--- config.mk ---
export PLATFORM = sky130hd
export DESIGN_NAME = lsce_top
export DESIGN_NICKNAME = d
export VERILOG_FILES = /design/src/hdl/lsce_pkg.sv /design/src/hdl/lsce_ram.sv /design/src/hdl/lsce_top.sv
export VERILOG_INCLUDE_DIRS = /design/src /design/src/hdl
export SDC_FILE = /design/constraint.sdc
export NUM_CORES = 2
export LEC_CHECK = 0
export BUFFER_PORTS_ARGS = -buffer_cell sky130_fd_sc_hd__buf_2
export CAP_MARGIN = 5
export CORE_AREA = 3 3 562 564
export DETAILED_ROUTE_END_ITERATION = 10
export DIE_AREA = 0 0 565 567
export GPL_TIMING_DRIVEN = 0
export HOLD_SLACK_MARGIN = 0.08
export PLACE_DENSITY_LB_ADDON = 0.3
export SLEW_MARGIN = 30
export SYNTH_ARGS = -nofsm -noshare
export SYNTH_HDL_FRONTEND = slang
export SYNTH_SLANG_ARGS = --single-unit
--- constraint.sdc ---
create_clock -name CORE_CLK -period 11.7 [get_ports CORE_CLK]
set_input_delay 1.17 -clock CORE_CLK [delete_from_list [all_inputs] [get_ports CORE_CLK]]
set_output_delay 1.17 -clock CORE_CLK [all_outputs]
set_load 0.05 [all_outputs]
--- src/hdl/lsce_consts.svh ---
// Offsets, field positions, reset values, opcodes and cycle counts.
// Assumes inclusion by bare name from every file that needs them.
`ifndef LSCE_CONSTS_SVH
`define LSCE_CONSTS_SVH

// ******************************************
// Register byte offsets and data memory select
// ******************************************
`define LSCE_A_CTRL     12'h000
`define LSCE_A_INSTR    12'h004
`define LSCE_A_PC       12'h008
`define LSCE_A_SP       12'h00c
`define LSCE_A_FLAGS    12'h010
`define LSCE_RAM_SEL    2'h1

// ******************************************
// Control fields
// ******************************************
`define LSCE_CTRL_GO    0
`define LSCE_CTRL_DONE  1
`define LSCE_CTRL_BAD   2

// ******************************************
// Reset values and responses
// ******************************************
`define LSCE_PC_RST     16'h0000
`define LSCE_SP_RST     8'h00
`define LSCE_RESP_OKAY  2'h0
`define LSCE_RESP_SLV   2'h2

// ******************************************
// Opcodes, lengths and cycle counts
// ******************************************
`define LSCE_OP_AND     8'h22
`define LSCE_OP_ASL     8'h29
`define LSCE_OP_ASR     8'h2a
`define LSCE_OP_CALL    8'h47
`define LSCE_LEN_AND    16'h0003
`define LSCE_LEN_SH     16'h0002
`define LSCE_CYC_AND    5'h11
`define LSCE_CYC_SH     5'h0f
`define LSCE_CYC_CALL   5'h11
`define LSCE_STEP_0     5'h00
`define LSCE_STEP_1     5'h01
`define LSCE_STEP_2     5'h02
`define LSCE_STEP_3     5'h03

`endif

--- src/hdl/lsce_pkg.sv ---
// Types shared by the execution block and its data memory.
// Assumes nothing of its surroundings.
package lsce_pkg;

  typedef enum logic {
    LSCE_IDLE = 1'b0,
    LSCE_RUN  = 1'b1
  } lsce_state_t;

  typedef enum logic [1:0] {
    LSCE_AND  = 2'b00,
    LSCE_ASL  = 2'b01,
    LSCE_ASR  = 2'b10,
    LSCE_CALL = 2'b11
  } lsce_op_t;

  typedef struct packed {
    logic underflow;
    logic overflow;
    logic result_null;
  } lsce_flags_t;

  typedef struct packed {
    logic       we;
    logic [7:0] addr;
    logic [7:0] wdata;
  } lsce_ram_req_t;

endpackage

--- src/hdl/lsce_ram.sv ---
// Data memory of 256 bytes, also holding the system stack.
// Assumes one request per cycle; read data appear one cycle later.
`timescale 1ns/1ps
module lsce_ram (
  // Clock
  input  wire logic                   clk,
  // Request and read data
  input  wire lsce_pkg::lsce_ram_req_t req,
  output logic [7:0]                  rd_ff
);

  logic [7:0] mem [0:255];

  always_ff @(posedge clk) begin
    if (req.we) begin
      mem[req.addr] <= req.wdata;
    end
    rd_ff <= mem[req.addr];
  end

endmodule

--- src/hdl/lsce_top.sv ---
// Executes AND, shift left, shift right and call over a byte data memory.
// Assumes an AXI4-Lite master on CORE_CLK and software-loaded instructions.
`timescale 1ns/1ps
`include "lsce_consts.svh"
module lsce_top (
  // Clock and reset
  input  wire logic        CORE_CLK,
  input  wire logic        RST_B,
  // Write address and data
  input  wire logic [31:0] AWADDR,
  input  wire logic        AWVALID,
  output logic             AWREADY,
  input  wire logic [31:0] WDATA,
  input  wire logic [3:0]  WSTRB,
  input  wire logic        WVALID,
  output logic             WREADY,
  // Write response
  output logic [1:0]       BRESP,
  output logic             BVALID,
  input  wire logic        BREADY,
  // Read address and data
  input  wire logic [31:0] ARADDR,
  input  wire logic        ARVALID,
  output logic             ARREADY,
  output logic [31:0]      RDATA,
  output logic [1:0]       RRESP,
  output logic             RVALID,
  input  wire logic        RREADY
);

  // ******************************************
  // Declarations
  // ******************************************
  lsce_pkg::lsce_state_t   state_ff;
  lsce_pkg::lsce_op_t      op_ff;
  lsce_pkg::lsce_op_t      nxt_op;
  lsce_pkg::lsce_flags_t   flags_ff;
  lsce_pkg::lsce_ram_req_t ram_req;
  lsce_pkg::lsce_ram_req_t exe_req;
  logic        aw_hold_ff, w_hold_ff, awready_ff, wready_ff, bvalid_ff;
  logic        arready_ff, rvalid_ff, rerr_ff, done_ff, bad_ff;
  logic [11:0] awaddr_ff, araddr_ff;
  logic [31:0] wdata_ff, rdata_ff;
  logic [3:0]  wstrb_ff;
  logic [1:0]  bresp_ff, rresp_ff, rd_st_ff;
  logic [23:0] instr_ff;
  logic [15:0] pc_ff;
  logic [7:0]  sp_ff, dst_val_ff, src_val_ff, ram_rd;
  logic [4:0]  cnt_ff;
  logic [31:0] wr_new;

  // ******************************************
  // Write channel decode
  // ******************************************
  wire run         = state_ff == lsce_pkg::LSCE_RUN;
  wire aw_fire     = AWVALID & awready_ff;
  wire w_fire      = WVALID & wready_ff;
  wire wr_do       = aw_hold_ff & w_hold_ff & ~bvalid_ff & (rd_st_ff != 2'h1);
  wire nxt_aw_hold = aw_fire | (aw_hold_ff & ~wr_do);
  wire nxt_w_hold  = w_fire | (w_hold_ff & ~wr_do);
  wire wa_ram      = awaddr_ff[11:10] == `LSCE_RAM_SEL;
  wire wa_ctrl     = awaddr_ff == `LSCE_A_CTRL;
  wire wa_instr    = awaddr_ff == `LSCE_A_INSTR;
  wire wa_pc       = awaddr_ff == `LSCE_A_PC;
  wire wa_sp       = awaddr_ff == `LSCE_A_SP;
  wire wa_flags    = awaddr_ff == `LSCE_A_FLAGS;
  wire wa_map      = wa_ram | wa_ctrl | wa_instr | wa_pc | wa_sp | wa_flags;
  wire wr_err      = ~wa_map | (run & ~wa_ctrl);
  wire wr_ok       = wr_do & ~wr_err;
  wire [31:0] wr_old = wa_instr ? {8'h00, instr_ff} :
                       wa_pc    ? {16'h0000, pc_ff} :
                       wa_sp    ? {24'h000000, sp_ff} :
                       wa_flags ? {29'h00000000, flags_ff} : 32'h00000000;

  genvar g;
  generate
    for (g = 0; g < 4; g++) begin : g_lane
      assign wr_new[8*g +: 8] = wstrb_ff[g] ? wdata_ff[8*g +: 8] : wr_old[8*g +: 8];
    end
  endgenerate

  wire ctl_wr   = wr_ok & wa_ctrl & wstrb_ff[0];
  wire go       = ctl_wr & wdata_ff[`LSCE_CTRL_GO];
  wire clr_done = ctl_wr & wdata_ff[`LSCE_CTRL_DONE];
  wire clr_bad  = ctl_wr & wdata_ff[`LSCE_CTRL_BAD];

  // ******************************************
  // Instruction decode
  // ******************************************
  wire [7:0]  opc      = instr_ff[7:0];
  wire [7:0]  dst_a    = instr_ff[15:8];
  wire [7:0]  src_a    = instr_ff[23:16];
  wire [15:0] label    = {instr_ff[15:8], instr_ff[23:16]};
  wire        op_known = (opc == `LSCE_OP_AND) | (opc == `LSCE_OP_ASL) |
                         (opc == `LSCE_OP_ASR) | (opc == `LSCE_OP_CALL);
  assign nxt_op = (opc == `LSCE_OP_CALL) ? lsce_pkg::LSCE_CALL :
                  (opc == `LSCE_OP_ASL)  ? lsce_pkg::LSCE_ASL :
                  (opc == `LSCE_OP_ASR)  ? lsce_pkg::LSCE_ASR : lsce_pkg::LSCE_AND;
  wire start   = go & ~run & op_known;
  wire bad_op  = go & ~run & ~op_known;
  wire is_call = op_ff == lsce_pkg::LSCE_CALL;
  wire is_and  = op_ff == lsce_pkg::LSCE_AND;
  wire is_asl  = op_ff == lsce_pkg::LSCE_ASL;
  wire is_asr  = op_ff == lsce_pkg::LSCE_ASR;

  // ******************************************
  // Execution sequence
  // ******************************************
  wire [4:0] cyc_last = is_and  ? `LSCE_CYC_AND - 5'h01 :
                        is_call ? `LSCE_CYC_CALL - 5'h01 :
                                  `LSCE_CYC_SH - 5'h01;
  wire fin = run & (cnt_ff == cyc_last);
  wire s0  = run & (cnt_ff == `LSCE_STEP_0);
  wire s1  = run & (cnt_ff == `LSCE_STEP_1);
  wire s2  = run & (cnt_ff == `LSCE_STEP_2);
  wire s3  = run & (cnt_ff == `LSCE_STEP_3);
  wire [7:0] res = is_and ? (dst_val_ff & src_val_ff) :
                   is_asl ? {dst_val_ff[6:0], 1'b0} :
                            {1'b0, dst_val_ff[7:1]};
  wire dst_msb = dst_val_ff[7];
  wire dst_lsb = dst_val_ff[0];
  wire [15:0] pc_len = is_and ? `LSCE_LEN_AND : `LSCE_LEN_SH;

  assign exe_req.we    = is_call ? (s1 | s2) : s3;
  assign exe_req.addr  = is_call ? (s1 ? sp_ff : sp_ff + 8'h01) :
                         (s1 & is_and) ? src_a : dst_a;
  assign exe_req.wdata = is_call ? (s1 ? pc_ff[15:8] : pc_ff[7:0]) : res;
  assign ram_req = run ? exe_req :
                   (rd_st_ff == 2'h1) ? {1'b0, araddr_ff[9:2], 8'h00} :
                   {wr_ok & wa_ram & wstrb_ff[0], awaddr_ff[9:2], wdata_ff[7:0]};

  lsce_ram u_ram (
    .clk   (CORE_CLK),
    .req   (ram_req),
    .rd_ff (ram_rd)
  );

  always_ff @(posedge CORE_CLK) begin
    if (!RST_B) begin
      state_ff <= lsce_pkg::LSCE_IDLE;
      op_ff    <= lsce_pkg::LSCE_AND;
      cnt_ff   <= 5'h00;
      done_ff  <= 1'b0;
      bad_ff   <= 1'b0;
    end else begin
      unique case (state_ff)
        lsce_pkg::LSCE_IDLE: begin
          if (start) begin
            state_ff <= lsce_pkg::LSCE_RUN;
            op_ff    <= nxt_op;
          end
          cnt_ff <= 5'h00;
        end
        lsce_pkg::LSCE_RUN: begin
          if (fin) begin
            state_ff <= lsce_pkg::LSCE_IDLE;
          end
          cnt_ff <= cnt_ff + 5'h01;
        end
      endcase
      done_ff <= fin | (done_ff & ~clr_done);
      bad_ff  <= bad_op | (bad_ff & ~clr_bad);
    end
  end

  always_ff @(posedge CORE_CLK) begin
    if (!RST_B) begin
      dst_val_ff <= 8'h00;
      src_val_ff <= 8'h00;
    end else begin
      if (s1) begin
        dst_val_ff <= ram_rd;
      end
      if (s2) begin
        src_val_ff <= ram_rd;
      end
    end
  end

  // ******************************************
  // Software-visible state
  // ******************************************
  always_ff @(posedge CORE_CLK) begin
    if (!RST_B) begin
      instr_ff <= 24'h000000;
      pc_ff    <= `LSCE_PC_RST;
      sp_ff    <= `LSCE_SP_RST;
      flags_ff <= 3'h0;
    end else begin
      if (wr_ok & wa_instr) begin
        instr_ff <= wr_new[23:0];
      end
      if (wr_ok & wa_pc) begin
        pc_ff <= wr_new[15:0];
      end else if (s3 & is_call) begin
        pc_ff <= label;
      end else if (fin & ~is_call) begin
        pc_ff <= pc_ff + pc_len;
      end
      if (wr_ok & wa_sp) begin
        sp_ff <= wr_new[7:0];
      end else if (s0 & is_call) begin
        sp_ff <= sp_ff - 8'h02;
      end
      if (wr_ok & wa_flags) begin
        flags_ff <= wr_new[2:0];
      end else if (s3 & ~is_call) begin
        flags_ff.result_null <= res == 8'h00;
        if (is_asl) begin
          flags_ff.overflow <= dst_msb;
        end
        if (is_asr) begin
          flags_ff.underflow <= dst_lsb;
        end
      end
    end
  end

  // ******************************************
  // AXI4-Lite write path
  // ******************************************
  always_ff @(posedge CORE_CLK) begin
    if (!RST_B) begin
      aw_hold_ff <= 1'b0;
      w_hold_ff  <= 1'b0;
      awready_ff <= 1'b1;
      wready_ff  <= 1'b1;
      bvalid_ff  <= 1'b0;
      bresp_ff   <= `LSCE_RESP_OKAY;
      awaddr_ff  <= 12'h000;
      wdata_ff   <= 32'h00000000;
      wstrb_ff   <= 4'h0;
    end else begin
      aw_hold_ff <= nxt_aw_hold;
      w_hold_ff  <= nxt_w_hold;
      awready_ff <= ~nxt_aw_hold;
      wready_ff  <= ~nxt_w_hold;
      if (aw_fire) begin
        awaddr_ff <= AWADDR[11:0];
      end
      if (w_fire) begin
        wdata_ff <= WDATA;
        wstrb_ff <= WSTRB;
      end
      if (wr_do) begin
        bvalid_ff <= 1'b1;
        bresp_ff  <= wr_err ? `LSCE_RESP_SLV : `LSCE_RESP_OKAY;
      end else if (BREADY) begin
        bvalid_ff <= 1'b0;
      end
    end
  end

  // ******************************************
  // AXI4-Lite read path
  // ******************************************
  wire ar_fire  = ARVALID & arready_ff;
  wire ra_ram   = araddr_ff[11:10] == `LSCE_RAM_SEL;
  wire ra_ctrl  = araddr_ff == `LSCE_A_CTRL;
  wire ra_instr = araddr_ff == `LSCE_A_INSTR;
  wire ra_pc    = araddr_ff == `LSCE_A_PC;
  wire ra_sp    = araddr_ff == `LSCE_A_SP;
  wire ra_flags = araddr_ff == `LSCE_A_FLAGS;
  wire ra_map   = ra_ram | ra_ctrl | ra_instr | ra_pc | ra_sp | ra_flags;
  wire [31:0] rd_val = ra_ram   ? {24'h000000, ram_rd} :
                       ra_ctrl  ? {29'h00000000, bad_ff, done_ff, run} :
                       ra_instr ? {8'h00, instr_ff} :
                       ra_pc    ? {16'h0000, pc_ff} :
                       ra_sp    ? {24'h000000, sp_ff} :
                       ra_flags ? {29'h00000000, flags_ff} : 32'h00000000;

  always_ff @(posedge CORE_CLK) begin
    if (!RST_B) begin
      arready_ff <= 1'b1;
      rd_st_ff   <= 2'h0;
      araddr_ff  <= 12'h000;
      rerr_ff    <= 1'b0;
      rvalid_ff  <= 1'b0;
      rdata_ff   <= 32'h00000000;
      rresp_ff   <= `LSCE_RESP_OKAY;
    end else begin
      if (ar_fire) begin
        araddr_ff  <= ARADDR[11:0];
        arready_ff <= 1'b0;
        rd_st_ff   <= 2'h1;
      end else if (rd_st_ff == 2'h1) begin
        rerr_ff  <= ~ra_map | (ra_ram & run);
        rd_st_ff <= 2'h2;
      end else if (rd_st_ff == 2'h2) begin
        rvalid_ff <= 1'b1;
        rdata_ff  <= rerr_ff ? 32'h00000000 : rd_val;
        rresp_ff  <= rerr_ff ? `LSCE_RESP_SLV : `LSCE_RESP_OKAY;
        rd_st_ff  <= 2'h3;
      end else if ((rd_st_ff == 2'h3) & RREADY) begin
        rvalid_ff  <= 1'b0;
        arready_ff <= 1'b1;
        rd_st_ff   <= 2'h0;
      end
    end
  end

  assign AWREADY = awready_ff;
  assign WREADY  = wready_ff;
  assign BVALID  = bvalid_ff;
  assign BRESP   = bresp_ff;
  assign ARREADY = arready_ff;
  assign RVALID  = rvalid_ff;
  assign RDATA   = rdata_ff;
  assign RRESP   = rresp_ff;

  // ******************************************
  // Assertions
  // ******************************************
  property p_and_data;
    @(posedge CORE_CLK) disable iff (!RST_B)
    $rose(run) && is_and |-> ##3 ram_req.we && ram_req.addr == dst_a &&
      ram_req.wdata == ($past(ram_rd, 2) & $past(ram_rd, 1));
  endproperty
  a_and_data: assert property (p_and_data) else $error("AND result wrong");

  property p_and_len;
    @(posedge CORE_CLK) disable iff (!RST_B)
    $rose(run) && is_and |-> ##16 run ##1 !run && done_ff;
  endproperty
  a_and_len: assert property (p_and_len) else $error("AND length wrong");

  property p_and_flags;
    @(posedge CORE_CLK) disable iff (!RST_B)
    s3 && is_and |=> flags_ff.result_null == ($past(res) == 8'h00) &&
      $stable(flags_ff.overflow) && $stable(flags_ff.underflow);
  endproperty
  a_and_flags: assert property (p_and_flags) else $error("AND flags wrong");

  property p_asl_data;
    @(posedge CORE_CLK) disable iff (!RST_B)
    $rose(run) && is_asl |-> ##3 ram_req.we && ram_req.addr == dst_a &&
      ram_req.wdata == 8'($past(ram_rd, 2) << 1);
  endproperty
  a_asl_data: assert property (p_asl_data) else $error("Left shift wrong");

  property p_asl_flags;
    @(posedge CORE_CLK) disable iff (!RST_B)
    s3 && is_asl |=> flags_ff.overflow == $past(dst_msb) &&
      flags_ff.result_null == ($past(res) == 8'h00) && $stable(flags_ff.underflow);
  endproperty
  a_asl_flags: assert property (p_asl_flags) else $error("Left shift flags wrong");

  property p_asr_data;
    @(posedge CORE_CLK) disable iff (!RST_B)
    $rose(run) && is_asr |-> ##3 ram_req.we &&
      ram_req.wdata == ($past(ram_rd, 2) >> 1) ##11 run ##1 !run;
  endproperty
  a_asr_data: assert property (p_asr_data) else $error("Right shift wrong");

  property p_asr_flags;
    @(posedge CORE_CLK) disable iff (!RST_B)
    s3 && is_asr |=> flags_ff.underflow == $past(dst_lsb) &&
      flags_ff.result_null == ($past(res) == 8'h00) && $stable(flags_ff.overflow);
  endproperty
  a_asr_flags: assert property (p_asr_flags) else $error("Right shift flags wrong");

  property p_call_sp;
    @(posedge CORE_CLK) disable iff (!RST_B)
    $rose(run) && is_call |=> sp_ff == $past(sp_ff) - 8'h02 ##0
      ram_req.we && ram_req.addr == sp_ff;
  endproperty
  a_call_sp: assert property (p_call_sp) else $error("Call stack pointer wrong");

  property p_call_pc;
    @(posedge CORE_CLK) disable iff (!RST_B)
    $rose(run) && is_call |-> ##17 !run && pc_ff == label &&
      flags_ff == $past(flags_ff, 17);
  endproperty
  a_call_pc: assert property (p_call_pc) else $error("Call target wrong");

  property p_push;
    @(posedge CORE_CLK) disable iff (!RST_B)
    s1 && is_call |-> ram_req.wdata == pc_ff[15:8] ##1
      ram_req.we && ram_req.addr == sp_ff + 8'h01 && ram_req.wdata == pc_ff[7:0];
  endproperty
  a_push: assert property (p_push) else $error("Pushed counter wrong");

endmodule

Yosys cells after proc, flatten, opt, wreduce, memory -nomap -nowiden
Memory sizes are Yosys's and may differ from the RTL's. A register that Yosys moved wholly into a read port is not among the register bits.
Cells that the tools add are included.
W data, S select, Z words.
{ "op_classes": {"muxes": 59, "reduce_logical": 24, "eq_ne": 28, "n_addsub": 4, "bitwise_logic": 75} }
{ "op_table": {"columns": ["op", "n"], "rows": [
  ["$mux W24", 5],
  ["$mux W8", 14],
  ["$mux W16", 5],
  ["$eq A12 B4 Y1 const B", 4],
  ["$and A1 B1 Y1", 38],
  ["$mux W17", 2],
  ["$eq A12 B3 Y1 const B", 2],
  ["$eq A12 B5 Y1 const B", 2],
  ["$eq A8 B6 Y1 const B", 3],
  ["$logic_not A12 Y1", 2],
  ["$or A1 B1 Y1", 20],
  ["$mux W1", 17],
  ["$add A16 B2 Y16", 1],
  ["$mux W2", 8],
  ["$not A1 Y1", 16],
  ["$reduce_bool A2 Y1", 7],
  ["$mux W3", 4],
  ["$eq A5 B2 Y1 const B", 2],
  ["$mux W5", 2],
  ["$pmux W5 S2", 1],
  ["$reduce_and A2 Y1", 5],
  ["$reduce_and A3 Y1", 3],
  ["$add A8 B1 Y8 const B", 1],
  ["$and A8 B8 Y8", 1],
  ["16 further kinds", 25]
]} }
{ "totals": {"mem_bits_rw": 2048, "register_bits": 174, "mem_count": 1, "out_inout_bits": 41} }
{ "mem_list": {"columns": ["name", "words", "word_bits", "rd", "rd_clocked_by_memory_dff", "wr", "line", "text"], "rows": [
  ["u_ram.mem", 256, 8, 1, 1, 1, "lsce_ram.sv:12", "logic [7:0] mem [0:255];"]
]} }

Logic depth before layout (Yosys ltp)
{ "logic_depth": {"word_depth": 17, "depth_mapped": 17} }

Cells and area by module
Synthesis repeated with hierarchy kept, for this count alone.
{ "unflattened": {"hier_cells": 4666, "hier_area_um2": 87360.0} }
{ "by_module_without_submodules": {"columns": ["module", "cells_each", "area_per_inst_um2", "seq_area_each_um2", "instances"], "rows": [
  ["lsce_ram", 3547, 78492.8, 61659.1, 1],
  ["lsce_top", 1119, 8867.3, 3283.1, 1]
]} }

Worst setup path before layout
Ideal clock, no wire load.
{ "synth_path": {"path_kind": "register to register", "from": "register cnt_ff[2]", "to": "memory u_ram.mem[0][7] (data pin)", "arrival_time_ps": 8306, "stages_incl_launch_ff": 10, "n_path_buf": 3, "t_required_ps": 10114, "path_slack_ps": 1807, "cell_sequence": "dfxtp_1 > buf_2 > or4b_1 > buf_2 > nor2_8 > buf_1 > nand2_1 > nand3_1 > o21ai_0 > o22ai_1"} }
{ "synth_lines": {"columns": ["item", "line", "text"], "rows": [
  ["start: declaration", "lsce_top.sv:49", "logic [4:0] cnt_ff;"],
  ["start signal: assignment", "lsce_top.sv:158", "cnt_ff <= cnt_ff + 5'h01;"],
  ["end: declaration", "lsce_ram.sv:12", null]
]} }

Worst setup path in the final report
{ "layout_path": {"from": "register state_ff, in the netlist run", "to": "register u_ram.rd_ff[3], read port of u_ram.mem"} }
{ "layout_between": {"elab_chain_cells": 5} }
{ "layout_lines": {"columns": ["item", "line", "text"], "rows": [
  ["start: declaration", "lsce_top.sv:34", "lsce_pkg::lsce_state_t state_ff;"],
  ["start signal: assignment", "lsce_top.sv:140", "state_ff <= lsce_pkg::LSCE_IDLE;"],
  ["start signal: assignment", "lsce_top.sv:149", "state_ff <= lsce_pkg::LSCE_RUN;"],
  ["start signal: assignment", "lsce_top.sv:156", "state_ff <= lsce_pkg::LSCE_IDLE;"],
  ["$and A1 B1 Y1", "lsce_top.sv:114", "wire s1 = run & (cnt_ff == `LSCE_STEP_1);"],
  ["$and A1 B1 Y1", "lsce_top.sv:126", "(s1 & is_and) ? src_a : dst_a;"],
  ["$mux W8", "lsce_top.sv:126", null],
  ["$mux W8", "lsce_top.sv:125", "assign exe_req.addr = is_call ? (s1 ? sp_ff : sp_ff + 8'h01) :"],
  ["$mux W17 (*)", "lsce_top.sv:128", "assign ram_req = run ? exe_req :"],
  ["end: declaration", "lsce_ram.sv:9", "output logic [7:0] rd_ff"]
]} }
Mark *: on every way between the ends. The rest lies on a longest branch, timed or not.
A chain may end at the register's enable or synchronous reset.

==> impl_metrics.ini <==
[synth]
yosysWarnings = 0
avgSynthCellArea_sq_um = 13.3
synth_edf_count = 2048
synthesis.area_sq_um = 93200
yosysSeqAreaShare_pct = 69.7
synth_ff_type = edfxtp_1
async_flop_share_pct = 0
syn-instance-count = 7030
ys_ff_latch = 2220
synth.distinct_cells = 66

[final_layout]
instances_no_fill = 11800
area_delta_synth_final_pct = 17.5
drive_gt1_share_pct = 12.5
finalInstanceArea_sq_um = 109000
layout.nets = 7621

[floorplanning]
dieArea_sq_um = 320000
core-area_sq_um = 311000
start_util_pct = 29.9
die_h_um = 567
fp.dieW_um = 565
io_pins = 148
num_rows = 205

[drt]
wirelength_mm = 357
drt-vias-per-instance = 5.75
wl_per_cell_um = 30.1
drcViolationCount = 0
num_vias = 68100
first_pass_iters = 7
ant_nets = 0
drtIter0Drc = 10400

[sta]
fin_ws_ps = 4240
clock_skew_ps = 67.6
layout_worst_path_cycle_share_pct = 63.7
setup_tns_ps = 0
max-slew-margin-rel_pct = 20.0
finalHoldViolCount = 0
hold_ws_ps = 458
max_freq_mhz = 134
rsz0062_at_grt = false
slew_violations = 0
min_period_ps = 7460
worst_pin_slew_ps = 1180
setup-violations-final = 0

[place]
dpl.cell_count = 11400
place.gp.congestion = 0.952
io_buffers = 87
dp_worst_setup_slack_ps = 4460
postPlaceCellArea_sq_um = 102000
dp_hpwl_mm = 262

[power]
leakagePower_nw = 33.1
power.density_nw_per_um2 = 163
vdd.ir_drop.worst_mv = 0.150

[worst_setup_path]
critical_path.max_stage_delay_ps = 850
worst-setup-path-type = flip-flop to flip-flop
regToRegSetupSlack_ps = 4240
required_ps = 12470
worst_setup_path_end_kind = flip-flop
crit_path_top_delay_cell = buf_2
crit_top_cell = buf_2
crit_chain = buf_4 > nor4b_2 > buf_2 > nand2_1 > a211oi_1 > a211oi_2 > o22ai_1 > buf_2 > buf_2 > clkbuf_1 > a31oi_1 > o41ai_1 > nand4_1 > a221o_1
start_kind = flip-flop
cp.arrival_ps = 8230
critPathMaxFanout = 10

[grt]
antenna_found_initial = 29
grt_pass1_wl_mm = 490
grt-ovfl-total = 0
grt_start_max_net_pins = 27
grt_pass1_vias = 64200
track_usage_pct = 21.4

[min_path]
hold_path_class = flip-flop to flip-flop

[clock_network]
postCtsSetupBuffers = 0
cts_root_buf = clkbuf_16
path_clk_slew_ps = 60
cts_resized = 0
clock_sinks = 2220
ctsHtreeMaxLevel = 4
holdBufCountCts = 0
clock_path_buffers = 3
clock_latency_ps = 940
numCtsBuffers = 230
cts_tree = built

[outcome]
outcome = finished clean

[flow_run]
cap_violations = 0
-- through the flow --
stage	util [%]	power (mW)
global placement	31.7	10.7
global route	35.1	18.2
detailed placement	32.8	10.6
floorplan	-	9.80
CTS	35.1	17.8
finish	35.2	17.8
-- layer usage --
layer  routed length, um  global-route usage, %  part of all wire (%)  vias up
li1                    -                      -                     -    28600
met1              142000                   28.7                    40    34500
met2              160000                   32.7                    45     4253
met3               38200                   4.89                    11      758
met4               17300                   9.69                   4.8       14
met5                  96                      0                 0.027        -
-- kinds of logic after synthesis --
family	share of synthesized area, %
compound gates	20.0
flops	69.7
simple gates	6.60
buf+inv	2.75
mux	0.478
xor+xnor	0.244
fa+ha+maj	0.226
other cells	0.00403
-- layout make-up --
cell class                 count  area [sq um]
multi-input combinational   4193         26000
fill                       30100        202000
inverter                      23          86.3
sequential                  2220         64900
tap                         4140          5180
timing repair buffer         227          3340
clock buffer                 278          5990
buffer                       603          2540
clock inverter               150          1410
antenna                        7          17.5
-- path summary, 6_finish.rpt --
check / endpoint / from / cells past startpoint
hold / removal: wdata_ff[23]$_SDFFE_PN0P_ / wdata_ff[23]$_SDFFE_PN0P_ / 2
setup reg to reg: u_ram.rd_ff[3]$_DFF_P_ / run$_SDFF_PN0_ / 14
setup / recovery: u_ram.rd_ff[3]$_DFF_P_ / run$_SDFF_PN0_ / 14
hold reg to reg: wdata_ff[23]$_SDFFE_PN0P_ / wdata_ff[23]$_SDFFE_PN0P_ / 2
-- Yosys cell counts (75+ instances only) --
cell      number  area [sq um]
o21ai_0      624          3120
edfxtp_1    2048         61500
dfxtp_1      172          3440
a21boi_0     194          1460
a21oi_1      336          1680
nand2_1      654          2450
nor2_1       384          1440
buf_2         75           375
a221o_1      141          1410
and2_1       202          1260
a31o_2       194          1700
a22oi_1      233          1750
a221oi_1     139          1220
a31oi_1      198          1240
o21a_1       260          1950
clkbuf_1     483          1810
-- cell usage in the layout (no fill, tap or decap), types with 19 or more instances in the layout --
cell       netlist  routed
o21ai_1         61      61
nand3_1         50      50
nand4_1         24      24
a41oi_1         64      64
a222oi_1        64      64
clkbuf_1       483     473
and2_1         202     202
buf_1           22      20
buf_16           0      65
clkinv_2         0      47
a221o_1        141     141
buf_2           75     166
nor2_2           0      23
bufinv_16        0      19
dfxtp_1        172     172
a22o_1          64      64
nor4_1          24      23
buf_8            0      67
edfxtp_1      2048    2048
nor2_1         384     361
o21ai_0        624     624
a31o_2         194     194
a21boi_0       194     194
o41ai_1         64      58
clkinv_1         1      55
o21a_1         260     260
mux2i_1         40      40
clkbuf_16        0     231
a31oi_1        198     198
inv_1           21      21
a21oi_1        336     335
a221oi_1       139     139
a22oi_1        233     233
nand2_1        654     652
clkbuf_2         0      54
-- registers in the layout, indices dropped and copies added, names as in the netlist, 2 cells and up --
name	flops
src_val_ff	8
instr_ff	24
RDATA	24
flags_ff	3
u_ram.mem	2048
op_ff	2
awaddr_ff	12
pc_ff	16
dst_val_ff	8
rd_st_ff	2
sp_ff	8
cnt_ff	5
wstrb_ff	3
u_ram.rd_ff	8
wdata_ff	24
araddr_ff	12
-- report_power, final --
part           total (mW)  switching (mW)  leakage (nW)  internal [mW]
Clock                7.29            3.22          3.59           4.07
Combinational        1.78            1.24          10.0          0.536
Sequential           8.73          0.0326          19.5           8.70
-- critical path, delay by kind of cell, from the launching register on --
family | cells | cell delay (ps)
DFF | 1 | 340
and+or+nand+nor | 3 | 1400
AOI/OAI and AO/OA | 6 | 2990
buffers and inverters | 5 | 2520
(Power assumes the default switching activity.)
